`config.mk`:
```
export PLATFORM = sky130hd
export DESIGN_NAME = aicb_config_bytes
export DESIGN_NICKNAME = d
export VERILOG_FILES = /design/src/hw/aicb_phase_timer.v /design/src/hw/aicb_config_bytes.v
export VERILOG_INCLUDE_DIRS = /design/src /design/src/hw
export SDC_FILE = /design/constraint.sdc
export NUM_CORES = 1
export LEC_CHECK = 0
export BUFFER_PORTS_ARGS = -buffer_cell sky130_fd_sc_hd__clkbuf_2
export CAP_MARGIN = 10
export CORE_MARGIN = 4
export CORE_UTILIZATION = 35
export DETAILED_ROUTE_END_ITERATION = 8
export GPL_ROUTABILITY_DRIVEN = 0
export PLACE_DENSITY = 0.62
export SLEW_MARGIN = 25
export SYNTH_ARGS = -nofsm -noshare
export SYNTH_HDL_FRONTEND = slang
export SYNTH_SLANG_ARGS = --single-unit
```
`constraint.sdc`:
```
create_clock -name core_clk_i -period 2.4 [get_ports core_clk_i]
set_input_delay 0.24 -clock core_clk_i [delete_from_list [all_inputs] [get_ports core_clk_i]]
set_output_delay 0.24 -clock core_clk_i [all_outputs]
set_load 0.01 [all_outputs]
```
`src/hw/aicb_defs.vh`:
```
// Offsets, field positions, reset values and timing constants of the config bytes.
`ifndef AICB_DEFS_VH
`define AICB_DEFS_VH
`define AICB_ADDR_W         4
`define AICB_OFF_PIO_CFG    4'hB
`define AICB_OFF_XLAT_CFG   4'hC
`define AICB_OFF_TIMING     4'hA
`define AICB_RST_PIO_CFG    8'h00
`define AICB_RST_XLAT_CFG   8'h32
`define AICB_RST_TIMING     8'h20
`define AICB_B_SETUP_HI     7
`define AICB_B_SETUP_LO     5
`define AICB_B_PWR_POL      4
`define AICB_B_OVERRIDE     3
`define AICB_B_PWR_EN       2
`define AICB_B_READ_FLOAT   1
`define AICB_B_INIT_MODE    0
`define AICB_B_SYSTEM_INTERRUPT_INPUT      7
`define AICB_B_DRV_READY    6
`define AICB_B_XLAT_EN      5
`define AICB_B_ATA_UDMA     4
`define AICB_B_ATAPI_UDMA   3
`define AICB_CLK_PERIOD_PS  8000
`define AICB_UDMA_M0_PS     133300
`define AICB_UDMA_M1_PS     100000
`define AICB_UDMA_M2_PS     66700
`define AICB_UDMA_M4_PS     33300
`define AICB_DEF_SETUP      3'h0
`define AICB_DEF_ASSERT     4'h2
`define AICB_DEF_RECOVER    4'h0
`endif

```
`src/hw/aicb_phase_timer.v`:
```
// Down counter that times one PIO phase of value plus one clock periods.
`timescale 1ns/1ps
module aicb_phase_timer #(
   parameter W = 4
) (
   input  wire         core_clk_i,
   input  wire         reset_n_i,
   input  wire         start_i,
   input  wire [W-1:0] count_i,
   output wire         busy_o,
   output wire         done_o
);
   reg [W:0] cnt_r;
   reg       busy_r;
   assign busy_o = busy_r;
   assign done_o = busy_r && (cnt_r == {(W+1){1'b0}});
   always @(posedge core_clk_i or negedge reset_n_i) begin
      if (!reset_n_i) begin
         cnt_r  <= {(W+1){1'b0}};
         busy_r <= 1'b0;
      end else if (start_i) begin
         cnt_r  <= {1'b0, count_i};
         busy_r <= 1'b1;
      end else if (busy_r) begin
         if (cnt_r == {(W+1){1'b0}})
            busy_r <= 1'b0;
         else
            cnt_r <= cnt_r - {{W{1'b0}}, 1'b1};
      end
   end
endmodule // aicb_phase_timer

```
`src/hw/aicb_config_bytes.v`:
```
// ATA interface configuration bytes and the PIO and UDMA controls they steer.
//
// Overview of operation
// - Data-setup delay precedes only the first data cycle of each burst.
// - Each timing field value N lasts N plus one clock periods.
// - Suggested setup codes: 010 mode 0, 001 modes 1-3, 000 mode 4.
// - Setup field takes effect only while the override bit is set.
// - Override bit selects configured setup, assert, recover over drive timing.
// - Power-good polarity bit: 0 active low, 1 active high.
// - Power-good enable bit: 1 uses the pin, 0 ignores it.
// - Read-float bit floats the data bus on PIO data-register reads.
// - First byte bit 0 reads the live initialization-mode pin.
// - Second byte bit 7 reads the live system interrupt input.
// - Second byte bit 6 reads the live drive-ready input.
// - Translation only when enable bit set and an ATA drive is found.
// - ATA drive uses UDMA only if enabled and drive supports it.
// - ATAPI drive uses UDMA only if enabled and drive supports it.
// - UDMA mode is the lower of the configured and drive maximum.
// - UDMA write word period 133.3, 100, 66.7, 66.7, 33.3 ns by code.
// - PIO cycle time is assert plus recover, each value plus one.
//
// The implementer's own choice: strobed register access.
`timescale 1ns/1ps
`include "aicb_defs.vh"
module aicb_config_bytes #(
   parameter ADDR_W = `AICB_ADDR_W
) (
   input  wire              core_clk_i,
   input  wire              reset_n_i,
   // Register port.
   input  wire [ADDR_W-1:0] reg_addr_i,
   input  wire [7:0]        reg_wdata_i,
   input  wire              reg_wr_i,
   input  wire              reg_rd_i,
   output wire [7:0]        reg_rdata_o,
   // Live pins.
   input  wire              init_mode_pin_i,
   input  wire              system_interrupt_input_i,
   input  wire              drive_ready_input_i,
   input  wire              drive_power_good_pin_i,
   // Drive identity learned by the initialization logic.
   input  wire              drive_is_ata_i,
   input  wire              drive_udma_ok_i,
   input  wire [2:0]        drive_udma_max_i,
   input  wire [2:0]        drive_setup_i,
   input  wire [3:0]        drive_assert_i,
   input  wire [3:0]        drive_recover_i,
   // PIO cycle engine.
   input  wire              pio_start_i,
   input  wire              pio_burst_first_i,
   input  wire              pio_read_i,
   input  wire              pio_data_reg_i,
   input  wire [15:0]       pio_wdata_i,
   output wire              pio_busy_o,
   output wire              pio_done_o,
   output wire              pio_strobe_o,
   output wire [15:0]       dd_o,
   output wire              dd_oe_o,
   // Derived controls.
   output wire              drive_power_good_o,
   output wire              translation_on_o,
   output wire              udma_on_o,
   output wire [2:0]        udma_mode_o,
   output wire [15:0]       udma_word_cycles_o
);
   // PIO engine phases.
   localparam ST_IDLE    = 2'h0;
   localparam ST_SETUP   = 2'h1;
   localparam ST_ASSERT  = 2'h2;
   localparam ST_RECOVER = 2'h3;

   // Cycles per UDMA write word, rounded down so the word is never slower.
   // The division is done in integers and cut to the port width on purpose.
   localparam integer CYC_M0_I = `AICB_UDMA_M0_PS / `AICB_CLK_PERIOD_PS;
   localparam integer CYC_M1_I = `AICB_UDMA_M1_PS / `AICB_CLK_PERIOD_PS;
   localparam integer CYC_M2_I = `AICB_UDMA_M2_PS / `AICB_CLK_PERIOD_PS;
   localparam integer CYC_M4_I = `AICB_UDMA_M4_PS / `AICB_CLK_PERIOD_PS;
   localparam [15:0]  CYC_M0   = CYC_M0_I[15:0];
   localparam [15:0]  CYC_M1   = CYC_M1_I[15:0];
   localparam [15:0]  CYC_M2   = CYC_M2_I[15:0];
   localparam [15:0]  CYC_M4   = CYC_M4_I[15:0];

   function [2:0] min3;
      input [2:0] a;
      input [2:0] b;
      begin
         min3 = (a < b) ? a : b;
      end
   endfunction

   // Picks a configured timing value over the drive's own when overriding.
   function [3:0] pick4;
      input       use_cfg;
      input [3:0] cfg_val;
      input [3:0] drv_val;
      begin
         pick4 = use_cfg ? cfg_val : drv_val;
      end
   endfunction

   function [15:0] word_cycles;
      input [2:0] mode;
      begin
         case (mode)
            3'h0:    word_cycles = CYC_M0;
            3'h1:    word_cycles = CYC_M1;
            3'h2:    word_cycles = CYC_M2;
            3'h3:    word_cycles = CYC_M2;
            default: word_cycles = CYC_M4;
         endcase
      end
   endfunction

   // Bit 0 of the first byte and bits 7:6 of the second are never stored;
   // they are read live from the pins.
   reg  [7:0]  timing_r;
   reg  [7:0]  pio_cfg_r;
   reg  [7:0]  xlat_cfg_r;
   reg  [7:0]  rdata_r;
   reg  [7:0]  rdata_nxt;
   reg  [1:0]  state_r;
   reg  [1:0]  state_nxt;
   reg         read_r;
   reg         data_reg_r;
   reg  [15:0] dd_r;
   reg         strobe_r;
   reg  [2:0]  udma_mode_r;
   reg  [15:0] udma_cyc_r;
   reg         timer_start;
   reg  [3:0]  timer_count;
   reg         pin_level_good;
   reg         power_good_c;
   reg         xlat_on_c;
   reg         udma_ok_c;
   reg         dd_oe_c;

   // Timing source: the configured fields while overriding, else the drive's.
   wire        override   = pio_cfg_r[`AICB_B_OVERRIDE];
   wire [2:0]  setup_val  = override ?
                           pio_cfg_r[`AICB_B_SETUP_HI:`AICB_B_SETUP_LO] :
                           drive_setup_i;
   wire [3:0]  assert_val = pick4(override, timing_r[7:4],
                                  drive_assert_i);
   wire [3:0]  recov_val  = pick4(override, timing_r[3:0],
                                  drive_recover_i);
   wire        timer_busy;
   wire        timer_done;
   wire        udma_allowed;

   always @(posedge core_clk_i or negedge reset_n_i) begin
      if (!reset_n_i)
         timing_r <= `AICB_RST_TIMING;
      else if (reg_wr_i && reg_addr_i == `AICB_OFF_TIMING)
         timing_r <= reg_wdata_i;
   end

   always @(posedge core_clk_i or negedge reset_n_i) begin
      if (!reset_n_i)
         pio_cfg_r <= `AICB_RST_PIO_CFG;
      else if (reg_wr_i && reg_addr_i == `AICB_OFF_PIO_CFG)
         pio_cfg_r <= {reg_wdata_i[7:1], 1'b0};
   end

   always @(posedge core_clk_i or negedge reset_n_i) begin
      if (!reset_n_i)
         xlat_cfg_r <= `AICB_RST_XLAT_CFG;
      else if (reg_wr_i && reg_addr_i == `AICB_OFF_XLAT_CFG)
         xlat_cfg_r <= {2'b00, reg_wdata_i[5:0]};
   end

   // Read-only bits are taken live from the pins, never from storage.
   always @* begin
      case (reg_addr_i)
         `AICB_OFF_TIMING:   rdata_nxt = timing_r;
         `AICB_OFF_PIO_CFG:  rdata_nxt = {pio_cfg_r[7:1],
                                          init_mode_pin_i};
         `AICB_OFF_XLAT_CFG: rdata_nxt = {system_interrupt_input_i,
                                          drive_ready_input_i,
                                          xlat_cfg_r[5:0]};
         default:            rdata_nxt = 8'h00;
      endcase
   end

   // Read data stand for one cycle after each cycle of reg_rd_i and are zero otherwise.
   always @(posedge core_clk_i or negedge reset_n_i) begin
      if (!reset_n_i)
         rdata_r <= 8'h00;
      else if (reg_rd_i)
         rdata_r <= rdata_nxt;
      else
         rdata_r <= 8'h00;
   end
   assign reg_rdata_o = rdata_r;

   // Polarity is applied before the enable so a disabled pin reads as good.
   always @* begin
      pin_level_good = (drive_power_good_pin_i ==
                        pio_cfg_r[`AICB_B_PWR_POL]);
      if (pio_cfg_r[`AICB_B_PWR_EN])
         power_good_c = pin_level_good;
      else
         power_good_c = 1'b1;
   end
   assign drive_power_good_o = power_good_c;

   always @* begin
      if (xlat_cfg_r[`AICB_B_XLAT_EN] && drive_is_ata_i)
         xlat_on_c = 1'b1;
      else
         xlat_on_c = 1'b0;
   end
   assign translation_on_o = xlat_on_c;

   // UDMA needs both the drive's support and the enable for its kind.
   always @* begin
      if (!drive_udma_ok_i)
         udma_ok_c = 1'b0;
      else if (drive_is_ata_i)
         udma_ok_c = xlat_cfg_r[`AICB_B_ATA_UDMA];
      else
         udma_ok_c = xlat_cfg_r[`AICB_B_ATAPI_UDMA];
   end
   assign udma_allowed = udma_ok_c;

   // Mode and word period are registered so the datapath sees stable values.
   always @(posedge core_clk_i or negedge reset_n_i) begin
      if (!reset_n_i)
         udma_mode_r <= 3'h0;
      else
         udma_mode_r <= min3(xlat_cfg_r[2:0], drive_udma_max_i);
   end

   always @(posedge core_clk_i or negedge reset_n_i) begin
      if (!reset_n_i)
         udma_cyc_r <= 16'h0000;
      else
         udma_cyc_r <= word_cycles(min3(xlat_cfg_r[2:0],
                                        drive_udma_max_i));
   end
   assign udma_on_o          = udma_allowed;
   assign udma_mode_o        = udma_mode_r;
   // Read pacing comes from the drive's strobe, so only writes use this.
   assign udma_word_cycles_o = udma_cyc_r;

   // Note that the timing counts are in core clocks, not 30 MHz periods.
   aicb_phase_timer #(
      .W (4)
   ) u_timer (
      .core_clk_i (core_clk_i),
      .reset_n_i  (reset_n_i),
      .start_i    (timer_start),
      .count_i    (timer_count),
      .busy_o     (timer_busy),
      .done_o     (timer_done)
   );

   // Setup is spent only on the first word of a burst; later words go
   // straight to the assert phase to keep the burst rate up.
   always @* begin
      state_nxt   = state_r;
      timer_start = 1'b0;
      timer_count = 4'h0;
      case (state_r)
         ST_IDLE: begin
            if (pio_start_i) begin
               timer_start = 1'b1;
               if (pio_burst_first_i) begin
                  state_nxt   = ST_SETUP;
                  timer_count = {1'b0, setup_val};
               end else begin
                  state_nxt   = ST_ASSERT;
                  timer_count = assert_val;
               end
            end
         end
         ST_SETUP: begin
            if (timer_done) begin
               state_nxt   = ST_ASSERT;
               timer_start = 1'b1;
               timer_count = assert_val;
            end
         end
         ST_ASSERT: begin
            if (timer_done) begin
               state_nxt   = ST_RECOVER;
               timer_start = 1'b1;
               timer_count = recov_val;
            end
         end
         ST_RECOVER: begin
            if (timer_done)
               state_nxt = ST_IDLE;
         end
         default: state_nxt = ST_IDLE;
      endcase
   end

   // The strobe is registered from the next state so it lines up with it.
   always @(posedge core_clk_i or negedge reset_n_i) begin
      if (!reset_n_i) begin
         state_r  <= ST_IDLE;
         strobe_r <= 1'b0;
      end else begin
         state_r  <= state_nxt;
         strobe_r <= (state_nxt == ST_ASSERT);
      end
   end

   // Request fields are held for the whole cycle, since the engine's
   // inputs may change as soon as the start has been taken.
   always @(posedge core_clk_i or negedge reset_n_i) begin
      if (!reset_n_i) begin
         read_r     <= 1'b0;
         data_reg_r <= 1'b0;
         dd_r       <= 16'h0000;
      end else if (state_r == ST_IDLE && pio_start_i) begin
         read_r     <= pio_read_i;
         data_reg_r <= pio_data_reg_i;
         dd_r       <= pio_wdata_i;
      end
   end

   // Done is a one-cycle pulse in the last recover cycle; busy drops next.
   assign pio_busy_o   = (state_r != ST_IDLE);
   assign pio_done_o   = (state_r == ST_RECOVER) && timer_done;
   assign pio_strobe_o = strobe_r;
   assign dd_o         = dd_r;
   // Reads never drive the bus. With the float bit set, a data register
   // read keeps the data lines released in every phase, so a drive that
   // keeps driving them on such reads cannot fight us.
   always @* begin
      if (!pio_busy_o)
         dd_oe_c = 1'b0;
      else if (read_r && data_reg_r && pio_cfg_r[`AICB_B_READ_FLOAT])
         dd_oe_c = 1'b0;
      else if (read_r)
         dd_oe_c = 1'b0;
      else
         dd_oe_c = 1'b1;
   end
   assign dd_oe_o = dd_oe_c;
endmodule // aicb_config_bytes

```
==> summary.md, run 1 <==
| Metric | Value |
|---|---|
| Outcome | finished, final reports clean |
| Die span in y | 102 um |
| Initial antenna violation count | 0 |
| Worst flop-to-flop path startpoint | u_timer.cnt_r[0] |
| Ports | 106 |
| Core ar. | 8680 um^2 |
| Number of fill cells in the layout | 877 |
| Worst VDD drop | 0.486 mV |
| HP Start | pio_wdata_i[3] |
| Post-synth top area share | 45.8% |
| CTS sink cnt | 61 |
| Layout cells sized above 1 | 46.3% |
| WP data arrival | 1680 ps |
| Layout Skew | 11.3 ps |
| Element type at the critical path start | register |
| Hpwl dp | 5310 um |
| DRT iter0 DRCs | 52 |
| Initial core utilization | 35.9% |
| Setup TNS | 0 ps |
| Num rows | 34 |
| All-Layer GR Usage | 13.7% |
| Post-Syn Instances | 263 |
| Critical path fanouts, max | 6 |
| Cell area after synthesis | 3120 um^2 |
| Seq/Total Area, Yosys | 49.1% |
| Via count | 2,263 |
| Vias per cell | 4.74 |
| Leakage power | 0.00192 uW |
| Setup violators final | 0 |
| Routed Wire Length | 6780 um |
| Port Buffer Count | 91 |
| Req. time, crit path | 2160 ps |
| Number of synthesized flops with an enable pin | 0 |
| Ys Warns | 0 |
| Ranking of synthesized cells by area | dfrtp_1, mux2_2, ha_1 |
| Area Overhead vs Synth | 24.6% |
| Syn Area/Cell | 11.9 um^2 |
| DR pass1 iterations | 4 |
| CTS-repair resized insts | 0 |
| FFs w/ async S/R, synth | 100% |
| Clock Tree Root | clkbuf_8 |
| Die X | 102 um |
| Wire per inst | 14.2 um |
| Number of library cell types mapped by synthesis | 44 |
| Pins Over Slew Limit | 0 |
| Unrepaired setup endpoints after global routing | false |
| Number of max-cap violations | 0 |
| Tmin final | 1920 ps |
| Final period utilization | 79.8% |
| Antenna-violating nets left | 0 |
| H-Tree Depth | 3 |
| Largest net degree at the start of global routing | 62 |
| Clock latency on the worst-skew pair | 340 ps |
| Largest area contributor in the netlist | dfrtp_1 |
| Setup Buffers After CTS | 0 |
| Vias in the first global route | 2,266 |
| CTS max path bufs | 2 |
| First-pass GRT wire length | 10,900 um |
| Full die area | 10,500 um^2 |
| CTS tree | done |
| Synth Flop Type | dfrtp_1 |
| Total CTS buffers | 9 |
| Overflow after GRT | 0 |
| PnR Total Power | 3990 uW |
| Max Freq | 0.522 GHz |
| Worst hold path class | input pin to register |
| Final #Nets | 431 |
| CP Class | register to output pin |
| Clk slew on worst S/H paths | 70 ps |
| Crit path from | u_timer.cnt_r[0] |
| DRC errors left | 0 |
| PD cells | 1030 nW/um^2 |
| Ant diodes | 0 |
| Crit end category | output pin |
| Final hold viol count | 0 |
| Flops & latches, synth | 61 |
==> cell type report <==
type / instances / area (um^2) / share of cell area, %
flip-flops and latches: 61 / 1530 / 39.4
multi-input cells: 187 / 1470 / 37.9
repair buffers: 96 / 508 / 13.1
clock buffers: 12 / 155 / 4.00
well taps: 108 / 135 / 3.48
clock inverters: 4 / 47.5 / 1.22
inverters: 9 / 33.8 / 0.870
==> metal layers <==
metal	vias up	global-route usage (%)	share of wire [%]	routed length (um)
li1	1111	-	-	-
met1	1064	16.8	43	2900
met2	81	21.9	48	3220
met3	7	5.39	8.5	573
met4	0	4.54	1.2	82
met5	-	0	0	0
==> Yosys cell counts (2+ instances only) <==
| library cell | instances |
|---|---|
| a222oi_1 | 2 |
| and2_1 | 2 |
| xor2_1 | 2 |
| nand2_1 | 11 |
| mux2_2 | 50 |
| nand3_1 | 6 |
| ha_1 | 11 |
| nor2_1 | 25 |
| clkbuf_1 | 3 |
| a21oi_1 | 15 |
| dfstp_2 | 4 |
| mux2i_1 | 12 |
| dfrtp_1 | 57 |
| nor2b_1 | 3 |
| a21o_1 | 3 |
| nand2b_1 | 3 |
| or2_2 | 2 |
| buf_4 | 13 |
| inv_1 | 9 |
| o211ai_1 | 2 |
| and3_1 | 3 |
| o21ai_0 | 3 |
==> registers in the layout (all words and copies together) (netlist names) <==
name,cells
udma_mode_o,3
read_r,1
u_timer.busy_o,1
u_timer.cnt_r,5
reg_rdata_o,8
state_r,2
pio_cfg_r,7
timing_r,8
dd_o,16
xlat_cfg_r,6
udma_word_cycles_o,3
pio_strobe_o,1
==> cells in the final DEF, fill, tap and decap left out, types with 3 or more instances in the layout <==
cell type and count:
clkbuf_2 91, dfrtp_1 57, mux2_2 50, nor2_1 25
a21oi_1 15, conb_1 13, mux2i_1 12, nand2_1 11
ha_1 11, clkbuf_8 11, inv_1 9, nand3_1 6
dfstp_2 4, o21ai_0 3, nand2b_1 3, a21o_1 3
and3_1 3, nor2b_1 3, buf_4 3
==> power by group <==
part | internal [uW] | leakage [uW] | switching, uW
combinational | 743 | 0.00107 | 695
clock | 533 | 0.000102 | 391
sequential | 1370 | 0.000746 | 253
==> repair_timing <==
item                       in CTS  in global routing
hold buffers                    1                  0
hold endpoints to repair       57                  0
setup endpoints to repair       0                  0
==> critical path: stages, from the launching register on <==
cell and delay, ps:
dfrtp_1 360, inv_1 130, ha_1 190, nor4b_4 330
and3_1 210, clkbuf_2 130
==> through the flow <==
stage	cells	hold slack [ps]	cell area [um^2]	utilization [%]	setup slack (ps)
final	477	133	3880	44.7	484
after global routing	477	104	3880	44.7	354
after CTS	477	110	3880	44.7	451
after detailed placement	460	276	3670	42.3	477
after global placement	460	273	3670	42.3	496
after floorplan	275	-55.6	3160	-	558
==> worst paths after layout <==
path / cells after the start / slack (ps) / to
worst min register to register: 1 / 500 / dd_o[9]
worst max-delay path: 5 / 480 / pio_done_o
max in group asynchronous: 3 / 1630 / xlat_cfg_r[1]
min in group asynchronous: 3 / 440 / dd_o[14]
worst min-delay path: 2 / 130 / dd_o[3]
worst max register to register: 7 / 490 / pio_strobe_o
==> kinds of logic (layout without fill, tap and decap cells) <==
kind of cell / count (synthesis) / in the layout / synth area share [%]
muxes: 63 / 63 / 22.6
buffers and inverters: 27 / 121 / 5.10
and+or+nand+nor: 65 / 65 / 10.9
adders and majority gates: 11 / 11 / 4.42
other: 1 / 13 / 0.120
DFF: 61 / 61 / 49.1
AOI/OAI and AO/OA: 32 / 32 / 6.82
xor gates and xnor gates: 3 / 3 / 0.843
(Power assumes the default switching activity.)
==> inputs of run 2 (changes only) <==
--- a/config.mk
+++ b/config.mk
@@ -6,6 +6,7 @@
 export SDC_FILE = /design/constraint.sdc
 export NUM_CORES = 1
 export LEC_CHECK = 0
+export ABC_AREA = 1
 export BUFFER_PORTS_ARGS = -buffer_cell sky130_fd_sc_hd__clkbuf_2
 export CAP_MARGIN = 10
 export CORE_MARGIN = 4
==> constraint.sdc (replaced) <==
create_clock -name core_clk_i -period 1.9 [get_ports core_clk_i]
set_input_delay 0.19 -clock core_clk_i [delete_from_list [all_inputs] [get_ports core_clk_i]]
set_output_delay 0.19 -clock core_clk_i [all_outputs]
set_load 0.01 [all_outputs]
==> run 2 against run 1 <==
Net effect:
- register-to-register slack worse by 190 ps
- power rose by 26%
- cell count rose by 30%
- combinational power grew 33%
- wire length up 16%
- flip-flop and latch count unchanged
- clock skew is essentially flat
- cell area increased by 2.0%
- via count increased by 25%
- clock-buffer cell count did not move
- non-clock buffer count stayed put
- clock power rose by 21%
- critical endpoint unchanged
- largest cell class unchanged
==> summary.md, run 2 <==
| Metric | Value |
|---|---|
| CTS sink cnt | 61 (unchanged) |
| Largest net degree at the start of global routing | 62 (unchanged) |
| Hold path depth | 3 (+1) |
| Critical path fanouts, max | 6 (unchanged) |
| Combinational share of power | 38.0% (+2.0 points) |
| Post-Synth Simple-Gate Area | 28.6% (+18 points) |
| Clock latency on the worst-skew pair | 340 ps (about the same) |
| Number of library cell types mapped by synthesis | 30 (-32%) |
| Number of synthesized flops with an enable pin | 0 (unchanged) |
| Seq/Total Area, Yosys | 47.4% (-1.7 points) |
| Adder-Cell Fraction of Synth Area | 4.26% (-0.15 points) |
| Full die area | 10,800 um^2 (+3.3%) |
| Via count | 2,822 (+25%) |
| Setup violators final | 0 (unchanged) |
| Net Sw Power | 1950 uW (+45%) |
| Placed cell area | 3750 um^2 (+2.1%) |
| Vias in the first global route | 2,784 (+23%) |
| Power Internal | 3100 uW (+17%) |
| Number of max-cap violations | 0 (unchanged) |
| Top cells by count, synth | nand2_1, dfrtp_1, inv_1 |
| Ys Warns | 0 (unchanged) |
| Hold EP | dd_o[13] |
| CP Class | register to output pin |
| Switch share | 38.6% (+5.0 points) |
| Tmin final | 1760 ps |
| Vias per cell | 4.55 (-4.1%) |
| Syn Area/Cell | 7.85 um^2 (-34%) |
| Commonest non-fill, non-tap cell in the layout | nand2_1 |
| Worst R2R End | u_timer.cnt_r[0] |
| Worst VDD drop | 0.501 mV (+3.2%) |
| Area Overhead vs Synth | 22.7% |
| Routed Wire Length | 7830 um (+16%) |
| Sequential power share | 39.8% (-1.0 points) |
| Port Buffer Count | 91 (unchanged) |
| Synth Area in Compound Gates | 8.64% (+1.8 points) |
| R2r worst-path depth | 9 (+2) |
| Element type at the critical path start | register |
| Leakage power | 0.00228 uW (+19%) |
| Num rows | 34 (unchanged) |
| Top cell by count, worst path | inv_1 |
| Worst flop-to-flop path startpoint | state_r[0] |
| Cell area after synthesis | 3230 um^2 (+3.6%) |
| Clk slew on worst S/H paths | 70 ps (about the same) |
| Antenna-violating nets left | 0 (unchanged) |
| Outcome | finished, final reports clean |
| Clock Tree Root | clkbuf_8 |
| Overflow after GRT | 0 (unchanged) |
| Wire per inst | 12.6 um (-11%) |
| Commonest cells after routing, fill and taps aside | nand2_1, clkbuf_2, dfrtp_1, inv_1, o21ai_0 |
| Core ar. | 8850 um^2 (+2.0%) |
| Post-Syn Instances | 411 (+56%) |
| Synth Flop Type | dfrtp_1 |
| Post-synthesis xor/xnor area fraction | 0.814% (-0.029 points) |
| CP Cell Sequence | inv_1 -> ha_1 -> inv_1 -> nor2_4 -> nand3_2 -> nor2_2 -> clkbuf_2 |
| Number of flip-flops in the largest register | 16 (unchanged) |
| Final #Nets | 574 (+33%) |
| Layout Skew | 11.1 ps (-0.244 ps) |
| Ant diodes | 0 (unchanged) |
| Hpwl dp | 5990 um (+13%) |
| Worst hold path class | input pin to register |
| Max Freq | 0.569 GHz |
| CTS tree | done |
| First-pass GRT wire length | 12,900 um (+19%) |
| Cell with the most instances after synthesis | nand2_1 |
| Clock power frac | 22.3% (-0.9 points) |
| WP buf/inv | 3 (+1) |
| Die span in y | 104 um (+1.6%) |
| Largest area contributor in the netlist | dfrtp_1 |
| Final hold viol count | 0 (unchanged) |
| Slowest stage cell, crit path | dfrtp_1 |
| Req. time, crit path | 1710 ps (-450 ps) |
| PD cells | 1270 nW/um^2 (+24%) |
| Initial core utilization | 36.5% (+0.57 points) |
| Post-synth top area share | 44.2% (-1.6 points) |
| CTS max path bufs | 2 (unchanged) |
| Final period utilization | 92.5% |
| Design area | 3960 um^2 (+2.0%) |
| Setup Buffers After CTS | 0 (unchanged) |
| Proportion of synthesized area in mux cells | 0% (-23 points) |
| All-Layer GR Usage | 14.6% (+0.95 points) |
| Pins Over Slew Limit | 0 (unchanged) |
| WP data arrival | 1570 ps (-110 ps) |
| Total CTS buffers | 9 (unchanged) |
| Internal reg-to-reg setup slack | 300 ps (-190 ps) |
| Worst path top cell family by delay | simple AND/OR/NAND/NOR gates |
| HP Start | pio_wdata_i[13] |
| Ranking of synthesized cells by area | dfrtp_1, nand2_1, inv_1 |
| Ports | 106 (unchanged) |
| Initial antenna violation count | 0 (unchanged) |
| DRT iter0 DRCs | 151 (+190%) |
| Setup TNS | 0 ps (unchanged) |
| FFs w/ async S/R, synth | 100% (unchanged) |
| Largest stage delay, worst path | 370 ps (about the same) |
| H-Tree Depth | 3 (unchanged) |
| Layout cells sized above 1 | 26.8% (-20 points) |
| Die X | 104 um (+1.6%) |
| DR pass1 iterations | 4 (unchanged) |
| Flops & latches, synth | 61 (unchanged) |
| Largest family of logic cells by synthesized area | simple AND/OR/NAND/NOR gates |
| Crit end category | output pin |
| Unrepaired setup endpoints after global routing | false |
| DRC errors left | 0 (unchanged) |
## run 2: cell types whose count changed after synthesis, moves of 4 or more
cell | previous run | this run
nand2_1 | 11 | 168
mux2i_1 | 12 | 0
nand2_2 | 0 | 6
o21ai_1 | 0 | 6
nand3_1 | 6 | 19
buf_2 | 1 | 7
nor2_1 | 25 | 16
nand4_1 | 1 | 5
o21ai_0 | 3 | 21
mux2_2 | 50 | 0
a21oi_1 | 15 | 4
o21ai_2 | 0 | 9
inv_1 | 9 | 43
## run 2: cell type report
type	count	area (um^2)
repair buffers	96	508
inverters	45	169
clock inverters	4	48.8
clock buffers	12	145
fillers	933	4890
well taps	108	135
multi-input cells	294	1420
flip-flops and latches	61	1530
## run 2: timing repair
item	4_1_cts	5_1_grt
hold buffers	1	0
cloned	0	0
setup endpoints to repair	1	1
hold endpoints to repair	57	0
pin swaps	0	1
resized for setup	1	2
## run 2: per-layer routing
metal / routed length, um / GRT usage [%]
met3: 443 / 3.66
met5: 0 / 0
met2: 3790 / 23.3
met1: 3400 / 18.2
met4: 203 / 7.69
## run 2: cells by family (layout without fill, tap and decap cells)
| logic type | count (synthesis) | after routing |
|---|---|---|
| AND/OR/NAND/NOR | 221 | 221 |
| AO/OA/AOI/OAI | 46 | 46 |
| buffers and inverters | 68 | 157 |
| flip-flops | 61 | 61 |
| other | 1 | 13 |
| adder cells (fa/ha/maj) | 11 | 11 |
| XOR/XNOR | 3 | 3 |
## run 2: power groups by stage
| stage | Clock (uW) | Combinational, uW | Sequential [uW] |
|---|---|---|---|
| finish | 1120 | 1920 | 2010 |
| global route | 1220 | 2170 | 2060 |
| CTS | 1160 | 1930 | 2000 |
| detailed placement | 0 | 1920 | 2010 |
| global placement | 0 | 1850 | 2010 |
| floorplan | 0 | 1200 | 2080 |
## run 2: worst reg2reg max path, stage by stage, from the launching register on
cell and delay (ps):
dfrtp_1 410, inv_1 170, ha_1 230, nand2_1 110, inv_1 130, nand2_1 60
o21ai_0 190, nand3b_1 140, nand2_1 50, nand2_1 50
## run 2: worst max path at each step
stage                                start               end  cells after the start
after global routing      u_timer.cnt_r[0]        pio_done_o                      7
after global placement    u_timer.cnt_r[0]  u_timer.cnt_r[2]                     10
after floorplan                 state_r[1]  u_timer.cnt_r[1]                      9
after CTS                 u_timer.cnt_r[0]        pio_done_o                      7
after detailed placement  u_timer.cnt_r[0]  u_timer.cnt_r[0]                      9
final                     u_timer.cnt_r[0]        pio_done_o                      7
## run 2: metrics by stage
stage          hold slack, ps  setup slack (ps)  cells  power (uW)  util, %
4_1_cts                  36.4              57.0    620        5090     44.7
3_3_place_gp              229               354    603        3870     42.4
3_5_place_dp              230               310    603        3930     42.4
2_1_floorplan            -106               461    423        3270        -
6_report                 48.2               143    620        5040     44.8
5_1_grt                  42.4              1.67    620        5450     44.8
==> inputs of run 3 (changes only) <==
--- a/config.mk
+++ b/config.mk
@@ -7,6 +7,7 @@
 export NUM_CORES = 1
 export LEC_CHECK = 0
 export ABC_AREA = 1
+export ABC_CLOCK_PERIOD_IN_PS = 1900
 export BUFFER_PORTS_ARGS = -buffer_cell sky130_fd_sc_hd__clkbuf_2
 export CAP_MARGIN = 10
 export CORE_MARGIN = 4
@@ -14,6 +15,7 @@
 export DETAILED_ROUTE_END_ITERATION = 8
 export GPL_ROUTABILITY_DRIVEN = 0
 export PLACE_DENSITY = 0.62
+export RECOVER_POWER = 100
 export SLEW_MARGIN = 25
 export SYNTH_ARGS = -nofsm -noshare
 export SYNTH_HDL_FRONTEND = slang
==> run 3 against run 2 <==
Net effect:
- global-route usage is the same
- critical path depth is the same
- maximum frequency shrank 0.36%
- critical path type unchanged
==> summary.md, run 3 (same netlist as run 2, synthesis figures left out) <==
| Metric | Value |
|---|---|
| Commonest non-fill, non-tap cell in the layout | nand2_1 |
| Combinational share of power | 36.8% (-1.2 points) |
| CP Cell Sequence | inv_1 -> ha_1 -> inv_1 -> nor2_4 -> nand3_2 -> nor2_2 -> clkbuf_2 |
| PnR worst setup slack | 137 ps (-6.29 ps) |
| Clock latency on the worst-skew pair | 340 ps (about the same) |
| Post-Place Setup Slack | 310 ps (unchanged) |
| Slowest stage cell, crit path | dfrtp_1 |
| Full die area | 10,800 um^2 (unchanged) |
| Non-Filler Instances | 620 (unchanged) |
| Port Buffer Count | 91 (unchanged) |
| Worst slew pin tran | 1200 ps |
| Core ar. | 8850 um^2 (unchanged) |
| All-Layer GR Usage | 14.6% (unchanged) |
| Setup violators final | 0 (unchanged) |
| Final #Nets | 574 (unchanged) |
| Layout cells sized above 1 | 17.2% (-9.6 points) |
| Initial core utilization | 36.5% (unchanged) |
| Max Freq | 0.567 GHz (-0.36%) |
| Hpwl dp | 5990 um (unchanged) |
| Number of max-cap violations | 0 (unchanged) |
| Outcome | finished, final reports clean |
| Clock Tree Root | clkbuf_8 |
| Ports | 106 (unchanged) |
| Clk slew on worst S/H paths | 70 ps (about the same) |
| Largest stage delay, worst path | 370 ps (about the same) |
| Clock power frac | 22.8% (+0.5 points) |
| Switch share | 39.2% (+0.59 points) |
| Area Overhead vs Synth | 19.6% |
| Setup Buffers After CTS | 0 (unchanged) |
| Power Internal | 3010 uW (-2.8%) |
| Overflow after GRT | 0 (unchanged) |
| Element type at the critical path start | register |
| WP data arrival | 1570 ps (about the same) |
| Placed cells | 603 (unchanged) |
| CTS max path bufs | 2 (unchanged) |
| Vias per cell | 4.53 (-0.57%) |
| Leakage power | 0.00215 uW (-5.6%) |
| Ant diodes | 0 (unchanged) |
| Crit end category | output pin |
| Die X | 104 um (unchanged) |
| Placed cell area | 3750 um^2 (unchanged) |
| DR pass1 iterations | 4 (unchanged) |
| Seq. cell area | 1530 um^2 (unchanged) |
| Net Sw Power | 1940 uW (-0.34%) |
| Pins Over Slew Limit | 0 (unchanged) |
| Via count | 2,806 (-0.57%) |
| Relative slew slack | 19.1% |
| H-Tree Depth | 3 (unchanged) |
| Number of flip-flops in the largest register | 16 (unchanged) |
| Req. time, crit path | 1710 ps (about the same) |
| Unrepaired setup endpoints after global routing | false |
| Final period utilization | 92.8% (+0.33 points) |
| Layout Skew | 10.6 ps (-0.454 ps) |
| Wire per inst | 12.7 um (+0.60%) |
| CTS tree | done |
| Tmin final | 1760 ps (+6.29 ps) |
| Die span in y | 104 um (unchanged) |
| First-pass GRT wire length | 12,900 um (unchanged) |
| Routed Wire Length | 7880 um (+0.60%) |
| Worst VDD drop | 0.477 mV (-4.8%) |
| Num rows | 34 (unchanged) |
| Vias in the first global route | 2,784 (unchanged) |
| CTS sink cnt | 61 (unchanged) |
| Top cell by count, worst path | inv_1 |
| DRC errors left | 0 (unchanged) |
| Setup TNS | 0 ps (unchanged) |
| Number of fill cells in the layout | 960 (+2.9%) |
| Commonest cells after routing, fill and taps aside | nand2_1, dfrtp_1, clkbuf_2, inv_1, clkbuf_1 |
| Multi-input logic area | 1380 um^2 (-2.8%) |
| Initial antenna violation count | 0 (unchanged) |
| Total CTS buffers | 9 (unchanged) |
| Sequential power share | 40.4% (+0.6 points) |
| PnR Total Power | 4950 uW (-1.8%) |
| DRT iter0 DRCs | 161 (+6.6%) |
| Antenna-violating nets left | 0 (unchanged) |
| Final hold viol count | 0 (unchanged) |
| Design area | 3860 um^2 (-2.5%) |
| Worst hold path class | input pin to register |
| Critical path fanouts, max | 6 (unchanged) |
| PD cells | 1280 nW/um^2 (+0.71%) |
| CP Class | register to output pin |
| Largest net degree at the start of global routing | 62 (unchanged) |
==> run 3: cell count changes in the layout (fill, tap and decap cells not counted), moves of 2 or more <==
cell	delta
clkbuf_1	+36
clkbuf_2	-35
o21ai_0	+10
o21ai_1	-5
o21ai_2	-5
nand2_1	+4
nand2_2	-4
inv_1	+2
inv_2	-2
==> run 3: per-layer routing <==
metal  routed length [um]  vias to the layer above  track usage (%)  share of wire [%]
met3                  466                       21             3.66                5.9
li1                     -                     1440                -                  -
met4                  254                        0             7.69                3.2
met1                 3470                     1269             18.2                 44
met5                    0                        -                0                  0
met2                 3690                       76             23.3                 47
==> run 3: stage by stage <==
stage                     utilization, %  hold WS (ps)
after floorplan                        -          -106
after global placement              42.4           229
after detailed placement            42.4           230
after CTS                           44.7          36.4
after global routing                43.6          42.4
final                               43.6          45.1
==> run 3: worst paths after layout <==
| path | from | end | slack, ps | depth (start not counted) |
|---|---|---|---|---|
| min in group asynchronous | reset_n_i | pio_cfg_r[4] | 590 | 3 |
| max in group asynchronous | reset_n_i | reg_rdata_o[3] | 770 | 3 |
| worst min-delay path | pio_wdata_i[13] | dd_o[13] | 50 | 3 |
| worst max register to register | state_r[1] | u_timer.cnt_r[2] | 250 | 8 |
| worst max-delay path | u_timer.cnt_r[0] | pio_done_o | 140 | 7 |
| worst min register to register | read_r | read_r | 480 | 2 |
==> run 3: layout make-up <==
cell class | count | share of cell area [%]
Clock buffer | 12 | 3.76
Clock inverter | 4 | 1.26
Sequential cell | 61 | 39.7
Tap cell | 108 | 3.50
Timing Repair Buffer | 96 | 11.6
Multi-Input combinational cell | 294 | 35.8
Inverter | 45 | 4.37
==> run 3: repair_timing <==
item	4_1_cts	5_1_grt
pin swaps	0	1
gates resized for setup	1	2
endpoints found under the hold margin	57	0
hold buffers	1	0
setup endpoints to repair	1	1
==> run 3: critical path: cells and delay by family, from the launching register on <==
kind                       cells  cell delay [ps]
adders and majority gates      1              160
and+or+nand+nor                3              400
DFF                            1              370
buffers and inverters          3              320
==> run 3: power by group through the flow <==
stage / combinational (uW) / clock, uW / sequential (uW)
floorplan: 1200 / 0 / 2080
global placement: 1850 / 0 / 2010
detailed placement: 1920 / 0 / 2010
CTS: 1930 / 1160 / 2000
global route: 2080 / 1220 / 2060
finish: 1820 / 1130 / 2000
